<file path="config.mk">
export PLATFORM = sky130hd
export DESIGN_NAME = blanking_window_counters
export DESIGN_NICKNAME = d
export VERILOG_FILES = /design/src/inc/blanking_pkg.sv /design/src/blanking_window_counters.sv
export SDC_FILE = /design/constraint.sdc
export NUM_CORES = 1
export LEC_CHECK = 0
export BUFFER_PORTS_ARGS = -buffer_cell sky130_fd_sc_hd__clkbuf_2
export CAP_MARGIN = 20
export CORE_MARGIN = 3
export CORE_UTILIZATION = 35
export DETAILED_ROUTE_END_ITERATION = 16
export GPL_TIMING_DRIVEN = 1
export HOLD_SLACK_MARGIN = 0.15
export SYNTH_ARGS = -nofsm -noshare
export SYNTH_HDL_FRONTEND = slang
export SYNTH_SLANG_ARGS = --single-unit
</file>
<file path="constraint.sdc">
create_clock -name aclk -period 2.4 [get_ports aclk]
set_input_delay 0.12 -clock aclk [delete_from_list [all_inputs] [get_ports aclk]]
set_output_delay 0.12 -clock aclk [all_outputs]
set_load 0.1 [all_outputs]
</file>
<file path="src/inc/blanking_pkg.sv">
package blanking_pkg;
    // ****************************************
    // register byte offsets
    // ****************************************
    localparam logic [7:0] offset_setting_addr = 8'h00;
    localparam logic [7:0] offset_count_addr = 8'h04;
    localparam logic [7:0] window_width_addr = 8'h08;
    localparam logic [7:0] window_count_addr = 8'h0c;
    localparam logic [7:0] filter_control_addr = 8'h10;

    // ****************************************
    // field layout and reset values
    // ****************************************
    localparam int offset_width = 16;
    localparam int window_bits = 8;
    localparam int reference_select_bit = 0;
    localparam logic [15:0] offset_setting_reset = 16'h0000;
    localparam logic [7:0] window_width_reset = 8'h00;
    localparam logic [15:0] offset_count_reset = 16'h0000;
    localparam logic [7:0] window_count_reset = 8'h00;

    // ****************************************
    // reference point choices
    // ****************************************
    localparam logic reference_is_period = 1'b0;
    localparam logic reference_is_zero = 1'b1;

    // ****************************************
    // bus responses
    // ****************************************
    localparam logic [1:0] resp_okay = 2'b00;
    localparam logic [1:0] resp_slverr = 2'b10;

    typedef enum logic [1:0] {write_idle, write_resp} write_state_type;
endpackage

</file>
<file path="src/blanking_window_counters.sv">
// Chosen here: the placing of the registers and register access over AXI4-Lite.
`timescale 1ns/100ps
`default_nettype none

// Overview of operation
// RQ1 - offset counter value readable as 16-bit field; writes never change it
// RQ2 - offset counter counts down to zero, holds until next reference reload
// RQ3 - offset counter ignores emulation halt and keeps counting
// RQ4 - width setting of zero produces no blanking window
// RQ5 - nonzero width gives window lasting that many time-base cycles
// RQ6 - offset expiry loads window counter with width and starts it
// RQ7 - offset expiry during active window restarts window counter
// RQ8 - active window continues across a period boundary
// RQ9 - window counter value readable as 8-bit read-only field
// RQ10 - window counter counts to zero, holds, reloads only on offset expiry
// RQ11 - software writes zeros to upper byte of window counter register
// RQ12 - active offset loaded from shadow at reference point, counter starts
// RQ13 - offset counted in time-base cycles from period or zero event
// RQ14 - blanking active from window start until window counter reaches zero
module blanking_window_counters
    import blanking_pkg::*;
(
    input wire logic aclk,
    input wire logic aresetn,
    input wire logic period_event,
    input wire logic zero_event,
    input wire logic emulation_halt,
    output logic blanking_active,
    input wire logic [7:0] s_axi_awaddr,
    input wire logic [2:0] s_axi_awprot,
    input wire logic s_axi_awvalid,
    output logic s_axi_awready,
    input wire logic [31:0] s_axi_wdata,
    input wire logic [3:0] s_axi_wstrb,
    input wire logic s_axi_wvalid,
    output logic s_axi_wready,
    output logic [1:0] s_axi_bresp,
    output logic s_axi_bvalid,
    input wire logic s_axi_bready,
    input wire logic [7:0] s_axi_araddr,
    input wire logic [2:0] s_axi_arprot,
    input wire logic s_axi_arvalid,
    output logic s_axi_arready,
    output logic [31:0] s_axi_rdata,
    output logic [1:0] s_axi_rresp,
    output logic s_axi_rvalid,
    input wire logic s_axi_rready
);

    // ****************************************
    // state
    // ****************************************
    logic [15:0] blanking_offset_setting;
    logic [15:0] active_offset;
    logic [15:0] offset_count_value;
    logic offset_running;
    logic [7:0] blanking_window_width;
    logic [7:0] window_count_value;
    logic reference_point_select;
    logic reference_event;
    logic offset_expire;
    logic [7:0] write_addr;
    logic [31:0] write_data;
    logic [3:0] write_strb;
    logic have_addr;
    logic have_data;
    logic do_write;
    write_state_type write_state;

    // ****************************************
    // lane merge and address decode
    // ****************************************
    function automatic logic [15:0] merge_lanes(input logic [15:0] old_value,
        input logic [31:0] data, input logic [3:0] strb);
        logic [15:0] result;
        result = old_value;
        if (strb[0])
        begin
            result[7:0] = data[7:0];
        end
        if (strb[1])
        begin
            result[15:8] = data[15:8];
        end
        return result;
    endfunction

    function automatic logic is_mapped(input logic [7:0] addr);
        return addr == offset_setting_addr || addr == offset_count_addr
            || addr == window_width_addr || addr == window_count_addr
            || addr == filter_control_addr;
    endfunction

    // ****************************************
    // reference point and expiry
    // ****************************************
    always_comb
    begin
        reference_event = (reference_point_select == reference_is_zero)
            ? zero_event : period_event; // [RQ13]
        offset_expire = offset_running && !reference_event
            && (offset_count_value == 16'h0001); // [RQ6]
    end

    // ****************************************
    // offset counter, free of emulation halt
    // ****************************************
    // emulation_halt left unread on purpose [RQ3]
    always_ff @(posedge aclk)
    begin
        if (!aresetn)
        begin
            active_offset <= offset_setting_reset;
            offset_count_value <= offset_count_reset;
            offset_running <= 1'b0;
        end
        else if (reference_event)
        begin
            active_offset <= blanking_offset_setting; // [RQ12]
            offset_count_value <= blanking_offset_setting; // [RQ12]
            offset_running <= blanking_offset_setting != 16'h0000;
        end
        else if (offset_count_value != 16'h0000)
        begin
            offset_count_value <= offset_count_value - 16'h0001; // [RQ2] [RQ3] [RQ14]
            offset_running <= offset_count_value != 16'h0001;
        end
        else
        begin
            offset_running <= 1'b0; // [RQ2]
        end
    end

    // ****************************************
    // window counter and blanking output
    // ****************************************
    always_ff @(posedge aclk)
    begin
        if (!aresetn)
        begin
            window_count_value <= window_count_reset;
            blanking_active <= 1'b0;
        end
        else if (offset_expire)
        begin
            window_count_value <= blanking_window_width; // [RQ6] [RQ7] [RQ10]
            blanking_active <= blanking_window_width != 8'h00; // [RQ4] [RQ5]
        end
        else if (window_count_value != 8'h00)
        begin
            window_count_value <= window_count_value - 8'h01; // [RQ5] [RQ8] [RQ10]
            blanking_active <= window_count_value != 8'h01; // [RQ14]
        end
        else
        begin
            blanking_active <= 1'b0; // [RQ14]
        end
    end

    // ****************************************
    // write channel
    // ****************************************
    assign do_write = have_addr && have_data && write_state == write_idle;

    always_ff @(posedge aclk)
    begin
        if (!aresetn)
        begin
            have_addr <= 1'b0;
            have_data <= 1'b0;
            write_addr <= 8'h00;
            write_data <= 32'h0000_0000;
            write_strb <= 4'h0;
            s_axi_awready <= 1'b0;
            s_axi_wready <= 1'b0;
            s_axi_bvalid <= 1'b0;
            s_axi_bresp <= resp_okay;
            write_state <= write_idle;
        end
        else
        begin
            s_axi_awready <= !have_addr && !s_axi_awready && s_axi_awvalid
                && write_state == write_idle;
            s_axi_wready <= !have_data && !s_axi_wready && s_axi_wvalid
                && write_state == write_idle;
            if (s_axi_awvalid && s_axi_awready)
            begin
                have_addr <= 1'b1;
                write_addr <= s_axi_awaddr;
            end
            if (s_axi_wvalid && s_axi_wready)
            begin
                have_data <= 1'b1;
                write_data <= s_axi_wdata;
                write_strb <= s_axi_wstrb;
            end
            case (write_state)
                write_idle:
                begin
                    if (do_write)
                    begin
                        have_addr <= 1'b0;
                        have_data <= 1'b0;
                        s_axi_bvalid <= 1'b1;
                        s_axi_bresp <= is_mapped(write_addr) ? resp_okay : resp_slverr;
                        write_state <= write_resp;
                    end
                end
                write_resp:
                begin
                    if (s_axi_bready)
                    begin
                        s_axi_bvalid <= 1'b0;
                        write_state <= write_idle;
                    end
                end
                default:
                begin
                    write_state <= write_idle;
                end
            endcase
        end
    end

    // ****************************************
    // writable settings; counters ignore writes
    // ****************************************
    always_ff @(posedge aclk)
    begin
        if (!aresetn)
        begin
            blanking_offset_setting <= offset_setting_reset;
            blanking_window_width <= window_width_reset;
            reference_point_select <= reference_is_period;
        end
        else if (do_write)
        begin
            case (write_addr)
                offset_setting_addr:
                begin
                    blanking_offset_setting <= merge_lanes(blanking_offset_setting,
                        write_data, write_strb);
                end
                window_width_addr:
                begin
                    if (write_strb[0])
                    begin
                        blanking_window_width <= write_data[7:0]; // [RQ5]
                    end
                end
                filter_control_addr:
                begin
                    if (write_strb[0])
                    begin
                        reference_point_select <= write_data[reference_select_bit];
                    end
                end
                default:
                begin
                    // offset and window counters are read only [RQ1] [RQ9]
                end
            endcase
        end
    end

    // ****************************************
    // read channel
    // ****************************************
    always_ff @(posedge aclk)
    begin
        if (!aresetn)
        begin
            s_axi_arready <= 1'b0;
            s_axi_rvalid <= 1'b0;
            s_axi_rdata <= 32'h0000_0000;
            s_axi_rresp <= resp_okay;
        end
        else
        begin
            s_axi_arready <= !s_axi_arready && !s_axi_rvalid && s_axi_arvalid;
            if (s_axi_arvalid && s_axi_arready)
            begin
                s_axi_rvalid <= 1'b1;
                s_axi_rresp <= is_mapped(s_axi_araddr) ? resp_okay : resp_slverr;
                case (s_axi_araddr)
                    offset_setting_addr: s_axi_rdata <= {16'h0000, blanking_offset_setting};
                    offset_count_addr: s_axi_rdata <= {16'h0000, offset_count_value}; // [RQ1]
                    window_width_addr: s_axi_rdata <= {24'h000000, blanking_window_width};
                    window_count_addr: s_axi_rdata <= {24'h000000, window_count_value}; // [RQ9]
                    filter_control_addr: s_axi_rdata <= {31'h0000_0000, reference_point_select};
                    default: s_axi_rdata <= 32'h0000_0000;
                endcase
            end
            else if (s_axi_rvalid && s_axi_rready)
            begin
                s_axi_rvalid <= 1'b0;
            end
        end
    end

endmodule // blanking_window_counters

`default_nettype wire

</file>
# Word-level counts from Yosys, hierarchy flattened
# Cells that the tools add are included.
# classes
addsub,2
eq_ne,14
mux,26
reduce_logical,49
# ops
operator,n
case mux 16 bit (5 select lines),1
== test 8 x 4 -> 1 bit (second input constant),4
2-to-1 mux 16 bit,2
nonzero test 16 bit,2
== test 16 x 1 -> 1 bit (second input constant),1
== test 8 x 3 -> 1 bit (second input constant),2
== test 8 x 5 -> 1 bit (second input constant),2
logical AND 1 bit,16
logical NOT 8 bit,2
2-to-1 mux 8 bit,2
inequality test 16 x 1 -> 1 bit (second input constant),1
nonzero test 8 bit,2
subtractor 16 x 1 -> 16 bit (second input constant),1
2-to-1 mux 1 bit,15
AND reduction 3 bit,5
logical OR 1 bit,8
2-to-1 mux 2 bit,4
inequality test 8 x 1 -> 1 bit (second input constant),1
nonzero test 2 bit,4
subtractor 8 x 1 -> 8 bit (second input constant),1
logical NOT 1 bit,7
inequality test 2 bit (second input constant),2
case mux 2 bit (2 select lines),1
AND reduction 2 bit,2
other kinds (3),3
# totals
ff_bits,122
input_bits,68
output_inout_bits,42
word_cells,113

# Logic depth before layout (Yosys ltp)
# Gate-level depths: netlist of the first run.
# logic_depth
ltp_word,6
mapped_depth,7
ltp_nobuf,6

# Least setup slack after synthesis of the first run
# OpenSTA, ideal clock, no wires.
# synth_path
path_type,reg-to-reg
from,"register, netlist name s_axi_bvalid"
to,register blanking_offset_setting[10]
setup_ns,0.116
t_arrival_ns,2.049
required_time_ns,2.284
path_slack_ns,0.235
path_stages_with_launch,5
n_path_buf,0
synth_period_minus_slack_ns,2.165
path_cell_list,dfxtp_1 nand3b_1 nor4_4 mux2i_1 nor2b_1
# synth_lines
element,line,rtl
"end signal, assigned",blanking_window_counters.sv:232,blanking_offset_setting <= offset_setting_reset;
"end signal, assigned",blanking_window_counters.sv:241,"blanking_offset_setting <= merge_lanes(blanking_offset_setting,"
"end, declared",blanking_window_counters.sv:53,logic [15:0] blanking_offset_setting;

# Worst setup path after layout of the first run
# layout_path
from,register offset_count_value[0]
to,register offset_count_value[5]
# layout_via
elab_chain_cells,3
elab_cells_between_ends,5
classes_between,add/sub (1); mux (2); reduce/logical (2)
# layout_rtl
element,line,rtl
"start, declared",blanking_window_counters.sv:55,logic [15:0] offset_count_value;
"start signal, assigned",blanking_window_counters.sv:114,offset_count_value <= offset_count_reset;
"start signal, assigned",blanking_window_counters.sv:120,offset_count_value <= blanking_offset_setting;
"start signal, assigned",blanking_window_counters.sv:125,offset_count_value <= offset_count_value - 16'h0001;
subtractor 16 x 1 -> 16 bit,blanking_window_counters.sv:125,
2-to-1 mux 16 bit,blanking_window_counters.sv:123,else if (offset_count_value != 16'h0000)
2-to-1 mux 16 bit,blanking_window_counters.sv:117,else if (reference_event)
# Several ways; a longest one is shown, not always the timed one. The select of a mux whose other input is x is not followed.
# A chain may end at the register's enable or synchronous reset.

==> impl_results.md, run 1 <==
- Warnings, synthesis: 0
- Vias in the first global route: 4095
- Most frequent cell after synthesis: dfxtp_1
- Via count: 4193
- I/O Pins: 110
- Final Hold Fails: 0
- Post-synthesis sequential area ratio: 41.5%
- Crit path DAT: 2.32 ns
- Primary FF master, synth: dfxtp_1
- CP max-delay cell: o31ai_1
- Fill cells: 1294
- CTS clk-pin slew, worst paths: 0.07 ns
- Post-synth top area cell: dfxtp_1
- Critical path type: flip-flop to flip-flop
- Asr flop ratio synth: 0%
- Startpoint types: flip-flop
- Status: finished, final reports clean
- Share of layout cells above drive strength 1: 19.5%
- Worst Path Required: 2.60 ns
- Hold Path Class: primary input to flip-flop
- Root Driver: clkbuf_16
- Seq cells post-synth: 102
- Routed WL: 12300 um
- Synthesized area: 4920 um^2
- PwrDens: 927 nW/um^2
- Tot GR Track Use: 15.7%
- Synth area leaders: dfxtp_1 (41%), nand2_1 (6.3%), mux2i_1 (5.5%)
- Cts bufs inserted: 9
- Final Max Tran Viols: 0
- Pin count of the biggest net entering global routing: 45
- Post-CTS sizing: 0
- Worst hold slack: 0.162 ns
- Overall die height: 125 um
- First-pass GRT wire length: 20400 um
- Top cell type's share of synthesized area: 41.5%
- CTS tree: built
- Multi-input logic area: 2680 um^2
- Slew @ Worst Pin: 0.694 ns
- Drt first pass iters: 4
- Initial antenna violation count: 0
- Syn Inst Count: 534
- WL per Instance: 15.2 um
- Residual DRC: 0
- Commonest cells post-synth: dfxtp_1 (102), nand2_1 (82), nor2b_1 (31), o21ai_0 (31), a21boi_0 (28)
- Crit path max fanout: 7
- Max Cap Violations: 0
- Lkg Pwr: 2.23 nW
- F_max: 472 MHz
- Worst-Skew Late Latency: 0.35 ns
- Crit-path leading delay family: compound AO/OA/AOI/OAI gates
- CP max stage delay: 0.63 ns
- Antenna fix cells: 0
- Die Footprint: 15500 um^2
- Relative slew slack: 53.7%
- FF/Latch Area: 2040 um^2
- First-iteration detailed-routing DRC count: 175
- Peak supply drop: 0.000413 V
- FP Rows: 42
- Setup TNS Final: 0 ns
- Max clock buf depth: 2
- Fin crit share: 88.3%
- Grt ovf: 0
- Number of clock sinks: 102
- Post-route ant nets: 0
- Syn_area_per_cell: 9.22 um^2
- Layout Nets: 704
- Buffers on Ports: 66
- Max Clock Skew: 0.00614 ns
- Worst path cell trace: inv_1, ha_1, or3b_2, o31ai_1, a211oi_1
- Vias per cell: 5.17
- Half-perimeter wire length after placement: 8840 um
- CTS H-tree depth: 3
- Area Growth Syn to Fin: 22.2%
- Post-synth cell types: 51
- RSZ-0062 raised after global routing: no
- Placeable Area: 13500 um^2
- WP buf/inv: 1
- Setup crit end kind: flip-flop
- Tmin final: 2.12 ns
- Gpl congestion: 0.903
- Post-synth EDFFs: 0
- Setup violators final: 0
- Initial Utilization: 36.5%
- Die width: 125 um
per-layer routing:
layer  global-route usage, %  part of all wire [%]  up-vias  routed length (um)
met2                    27.2                    48      117                5980
li1                        -                     -     2072                   -
met5                       0                     0        -                   0
met1                    20.1                    45     1996                5610
met4                    3.55                  0.86        0                 106
met3                    3.47                   5.3        8                 649
placed cells by master (no fill, tap or decap), types with 3 or more instances in the layout:
cell,netlist,final
clkbuf_2,0,66
nand3_1,24,24
nor4_4,4,4
o211a_1,3,3
nor4_1,11,11
dlygate4sd3_1,0,33
ha_1,5,5
nand2b_1,3,3
nor4b_1,3,3
and2_1,3,3
o21ai_0,31,31
nor3b_1,4,4
nand2_1,82,82
buf_4,18,15
dfxtp_1,102,102
nor2_1,18,18
a31oi_1,3,3
nand4_1,6,6
conb_1,1,18
mux2i_1,27,27
xor2_1,4,4
a21boi_0,28,28
nand4b_1,3,3
mux4_2,7,7
xnor2_1,11,11
nor3_1,6,6
clkbuf_16,0,9
a211oi_1,4,4
inv_1,5,5
a22oi_1,15,15
inv_6,0,3
mux2_2,11,11
nor2b_1,31,31
nand3b_1,3,3
or4_1,11,11
report_power, final:
group	internal, mW	switching, mW	total (mW)
clock network	0.720	0.681	1.40
logic	0.859	1.15	2.01
registers	1.89	0.283	2.17
total	3.47	2.11	5.58
final cells by class:
class,count,area share [%]
tap,176,3.66
multi-input combinational,399,44.6
timing repair buffer,114,12.9
sequential,102,34.0
inverter,5,0.312
clock inverter,6,0.915
clock buffer,9,3.74
sequential cells by signal (all words and copies together), names as in the netlist, 2 cells and up:
register and flops:
offset_count_value 16, write_strb 2, window_count_value 8, blanking_window_width 8, blanking_offset_setting 16, write_addr 8
write_data 16, s_axi_rdata 16
per-stage QoR:
step,cells,utilization [%],setup slack (ns),cell area [um^2],total power [mW]
2_1_floorplan,551,-,0.235,4990,3.68
3_3_place_gp,763,40.0,0.418,5400,4.08
3_5_place_dp,763,40.0,0.336,5400,4.12
4_1_cts,811,44.5,0.328,6010,5.59
5_1_grt,811,44.5,0.155,6010,5.89
6_report,811,44.5,0.281,6010,5.58
logic make-up after synthesis:
family	Yosys count	synth area share [%]
flops	102	41.5
mux	45	11.2
buf+inv	50	5.39
other cells	1	0.0762
fa+ha+maj	5	1.27
compound gates	94	12.8
xor+xnor	15	2.67
simple gates	222	25.1
repair_timing:
item                      CTS  global route
setup buffers               0             0
hold endpoints to repair   33             0
hold buffers               33             0
worst register-to-register path, stage by stage, from the launching register on:
cell,delay (ns)
dfxtp_1,0.38
inv_1,0.09
ha_1,0.22
or3b_2,0.56
o31ai_1,0.63
a211oi_1,0.10
worst paths after layout:
kind                    startpoint                    end  slack (ns)  depth (start not counted)
min reg2reg         write_data[11]         write_data[11]        0.47                          2
max reg2reg  offset_count_value[0]  offset_count_value[5]        0.28                          5
max          offset_count_value[0]  offset_count_value[5]        0.28                          5
min                  s_axi_awvalid          write_addr[7]        0.16                          3
(Power assumes the default switching activity.)
==> run 2, diff against run 1 <==
- REMOVE_ABC_BUFFERS: default -> 1
==> run 2 against run 1 <==
  * Sequential cell count unchanged
  * Global-route usage shrank 0.27 points
  * Maximum frequency grew 7.0%
  * Setup slack improved by 0.14 ns
  * Die area unchanged
  * Sequential share of layout area shrank 0.18 points
  * Clock power rose by 4%
  * Combinational power barely moved
  * Via count down 0.36%
  * Utilization rose by 0.23 points
  * Clock skew about the same
  * Sequential power about the same
  * Critical endpoint is now offset_count_value[12]
  * Largest power group unchanged
==> impl_results.md, run 2 (synthesis gave the netlist of run 1 again) <==
- CTS clk-pin slew, worst paths: 0.07 ns
- Grt ovf: 0
- Via count: 4178
- Final Max Tran Viols: 0
- Sequential share of power: 38.6%
- Critical path type: flip-flop to flip-flop
- Setup violators final: 0
- Gpl congestion: 0.867
- Worst hold slack: 0.161 ns
- Share of layout cells above drive strength 1: 19.3%
- CP max-delay cell: or3b_2
- Die width: 125 um
- Setup repair bufs after CTS: 0
- Buffers on Ports: 66
- Max Cap Violations: 0
- Setup crit end kind: flip-flop
- Placeable Area: 13500 um^2
- Die Footprint: 15500 um^2
- Worst-Skew Late Latency: 0.35 ns
- Overall die height: 125 um
- Pwr Total: 5.62 mW
- Switching Share: 36.6%
- Startpoint types: flip-flop
- I/O Pins: 110
- First-pass GRT wire length: 20000 um
- F_max: 505 MHz
- Final Hold Fails: 0
- Cts bufs inserted: 9
- Fill cells: 1294
- Worst Path Required: 2.66 ns
- Hold Path Class: primary input to flip-flop
- Tmin final: 1.98 ns
- Met1 Wirelength: 5670 um
- Commonest cells after routing, fill and taps aside: dfxtp_1 (102), nand2_1 (82), clkbuf_2 (66)
- Post-CTS Hold Fix Bufs: 35
- Pin count of the biggest net entering global routing: 53
- RSZ-0062 raised after global routing: no
- Fin crit share: 82.5%
- Max Clock Skew: 0.00644 ns
- Number of clock sinks: 102
- CTS tree: built
- Antenna fix cells: 0
- First-iteration detailed-routing DRC count: 254
- Crit path DAT: 2.24 ns
- WL met3: 727 um
- P_int: 3.56 mW
- Initial Utilization: 36.5%
- Met2 WL: 5310 um
- Clock Power Share: 26.0%
- Lkg Pwr: 2.24 nW
- Final core utilization: 44.8%
- Area Growth Syn to Fin: 22.8%
- FP Rows: 42
- Relative slew slack: 43.8%
- Layout Nets: 705
- Half-perimeter wire length after placement: 8490 um
- Tot GR Track Use: 15.5%
- Vias per cell: 5.14
- Post-route ant nets: 0
- PwrDens: 929 nW/um^2
- Initial antenna violation count: 0
- Slew @ Worst Pin: 0.837 ns
- Root Driver: clkbuf_16
- Peak supply drop: 0.000442 V
- Status: finished, final reports clean
- Most common cell after layout, fill and taps aside: dfxtp_1
- WL per Instance: 14.6 um
- CTS H-tree depth: 3
- Routed WL: 11800 um
- Post-CTS sizing: 0
- Vias in the first global route: 3982
- Drt first pass iters: 5
- Crit path max fanout: 7
- Highest metal used: met4
- Worst path cell trace: inv_1, ha_1, or3b_2, nor4_1, xnor2_1, a211oi_1
- Max clock buf depth: 2
- Comb pwr share: 35.4%
- CP max stage delay: 0.55 ns
- Total net switching power: 2.05 mW
- Setup TNS Final: 0 ns
- Residual DRC: 0
[run 2: layout make-up]
cell class	count	area, um^2	area share [%]
well taps	176	220	3.64
flip-flops and latches	102	2040	33.8
inverters	5	18.8	0.310
repair buffers	115	786	13.0
clock inverters	6	70.1	1.16
multi-input cells	399	2680	44.3
clock buffers	10	229	3.79
[run 2: worst paths after layout]
path	cells after the start	endpoint	slack, ns	startpoint
setup / recovery	6	offset_count_value[12]	0.42	offset_count_value[0]
hold / removal	3	offset_count_value[0]	0.16	aresetn
setup reg to reg	6	offset_count_value[12]	0.42	offset_count_value[0]
hold reg to reg	2	write_data[10]	0.47	write_data[10]
[run 2: through the flow]
step / area, um^2 / std cells / worst slack, ns
after floorplan: 4740 / 506 / 0.235
after CTS: 6050 / 813 / 0.401
after global routing: 6050 / 813 / 0.250
final: 6050 / 813 / 0.419
after global placement: 5400 / 762 / 0.465
after detailed placement: 5400 / 762 / 0.407
[run 2: worst max-delay path: cells and delay by family (launching register included)]
kind / cells / cell delay (ns)
AND/OR/NAND/NOR: 2 / 0.91
flip-flops: 1 / 0.37
AO/OA/AOI/OAI: 1 / 0.22
adder cells (fa/ha/maj): 1 / 0.21
XOR/XNOR: 1 / 0.10
buffers and inverters: 1 / 0.08
[run 2: per-layer routing]
layer  vias up  global-route usage [%]
met5         -                       0
met4         0                    4.45
met3        13                    3.77
met2       120                    24.8
met1      1966                    20.7
li1       2079                       -
[run 2: power by group through the flow]
stage               logic (mW)  registers, mW  clock network [mW]
CTS                       1.99           2.16                1.51
finish                    1.99           2.17                1.46
detailed placement        1.93           2.20                   0
global route              2.20           2.21                1.56
global placement          1.89           2.18                   0
floorplan                 1.39           2.21                   0
==> run 3, diff against run 2 <==
- clock period: 2.4 -> 1.7 ns (I/O delays scaled with it)
==> run 3 against run 2 <==
  * The flow now finishes with violations (setup timing)
  * Setup slack worse by 0.47 ns
  * Largest cell class unchanged
  * Highest routed layer unchanged
  * Sequential power up 35%
  * Die area unchanged
  * Routed wire length up 11%
==> impl_results.md, run 3 (synthesis gave the netlist of run 1 again) <==
- Multi-input logic area: 2830 um^2
- Tmin final: 1.75 ns
- Worst-Skew Late Latency: 0.35 ns
- Final Instance Area: 6800 um^2
- Peak supply drop: 0.000687 V
- Max clock buf depth: 2
- Status: finished, violations left
- Tot GR Track Use: 16.8%
- Buffers on Ports: 66
- Root Driver: clkbuf_16
- Vias per cell: 5.07
- Placeable Area: 13500 um^2
- Critical path type: flip-flop to flip-flop
- Share of layout cells above drive strength 1: 30.7%
- Gpl congestion: 0.841
- Antenna fix cells: 0
- Cts bufs inserted: 9
- CTS clk-pin slew, worst paths: 0.07 ns
- PwrDens: 1340 nW/um^2
- Max Cap Violations: 0
- Crit path max fanout: 4
- Pwr Total: 9.11 mW
- RSZ-0062 raised after global routing: yes
- Slew @ Worst Pin: 0.558 ns
- WL per Instance: 15.0 um
- Pin count of the biggest net entering global routing: 41
- Fill cells: 1220
- Routed WL: 13100 um
- Worst Path Required: 1.99 ns
- Grt ovf: 0
- Area Growth Syn to Fin: 38.2%
- FF/Latch Area: 2060 um^2
- Layout Nets: 771
- Number of clock sinks: 102
- Startpoint types: flip-flop
- I/O Pins: 110
- Commonest cells after routing, fill and taps aside: dfxtp_1 (93), nand2_1 (82), clkbuf_2 (66), buf_4 (66), dlygate4sd3_1 (42)
- Area of placed instances: 5830 um^2
- Setup crit end kind: flip-flop
- Die width: 125 um
- Crit path DAT: 2.04 ns
- First-pass GRT wire length: 21700 um
- Vias in the first global route: 4447
- Drt first pass iters: 4
- Cell Count, Final, Fillers Out: 879
- FP Rows: 42
- Relative slew slack: 62.7%
- CTS tree: built
- Failing checks: setup timing
- Worst hold slack: 0.213 ns
- Overall die height: 125 um
- Final Hold Fails: 0
- Final Max Tran Viols: 0
- Setup violators final: 10
- First-iteration detailed-routing DRC count: 237
- Via count: 4453
- Post-route ant nets: 0
- Fin crit share: 103%
- R2R cell count: 5
- Residual DRC: 0
- Most common cell after layout, fill and taps aside: dfxtp_1
- CTS H-tree depth: 3
- Lkg Pwr: 2.60 nW
- Max Clock Skew: 0.00848 ns
- Final core utilization: 50.4%
- Hold Path Class: primary input to flip-flop
- Initial Utilization: 36.5%
- Die Footprint: 15500 um^2
- Half-perimeter wire length after placement: 9400 um
- Setup TNS Final: -0.343 ns
- Min setup slack post-route: -0.0503 ns
- Hold depth: 5
- DP Cell Count: 812
- F_max: 571 MHz
- Initial antenna violation count: 0
- Pre-CTS WS: -0.158 ns
-- run 3: changes by cell type in the layout (fill, tap and decap cells not counted), moves of 8 or more --
| cell | before | now |
|---|---|---|
| o21ai_1 | 0 | 9 |
| dfxtp_1 | 102 | 93 |
| dfxtp_2 | 0 | 8 |
| o21ai_0 | 31 | 22 |
| buf_4 | 14 | 66 |
-- run 3: layer usage --
layer	share of wire, %	track usage [%]
met1	46	22.2
met2	47	27.7
met3	5.7	3.69
met4	1.3	4.64
met5	0	0
-- run 3: power breakdown --
| part | internal [mW] | switching [mW] |
|---|---|---|
| clock network | 1.02 | 0.962 |
| logic | 2.08 | 2.12 |
| registers | 2.67 | 0.257 |
-- run 3: path summary, 6_finish.rpt --
check,from,end,slack [ns]
min reg2reg,s_axi_rvalid,s_axi_arready,0.45
max,offset_count_value[7],window_count_value[4],-0.05
min,s_axi_araddr[6],s_axi_rdata[0],0.21
max reg2reg,offset_count_value[7],window_count_value[4],-0.05
-- run 3: critical path, cell delays in order, from the launching register on --
cell,delay [ns]
dfxtp_2,0.34
or4_4,0.59
nor4_4,0.28
buf_4,0.18
clkbuf_16,0.14
mux2i_1,0.16
-- run 3: timing repair --
item | CTS | global route
buffers inserted | 4 | 3
gates resized for setup | 20 | 28
hold buffers | 42 | 0
endpoints found under the setup margin | 37 | 48
cloned | 0 | 2
pin swaps | 7 | 6
endpoints found under the hold margin | 34 | 0
-- run 3: area by class of cell --
type,count,share of cell area [%]
multi-input combinational,399,41.6
sequential,102,30.2
timing repair buffer,181,20.5
clock buffer,10,3.37
tap,176,3.24
clock inverter,6,0.809
inverter,5,0.276
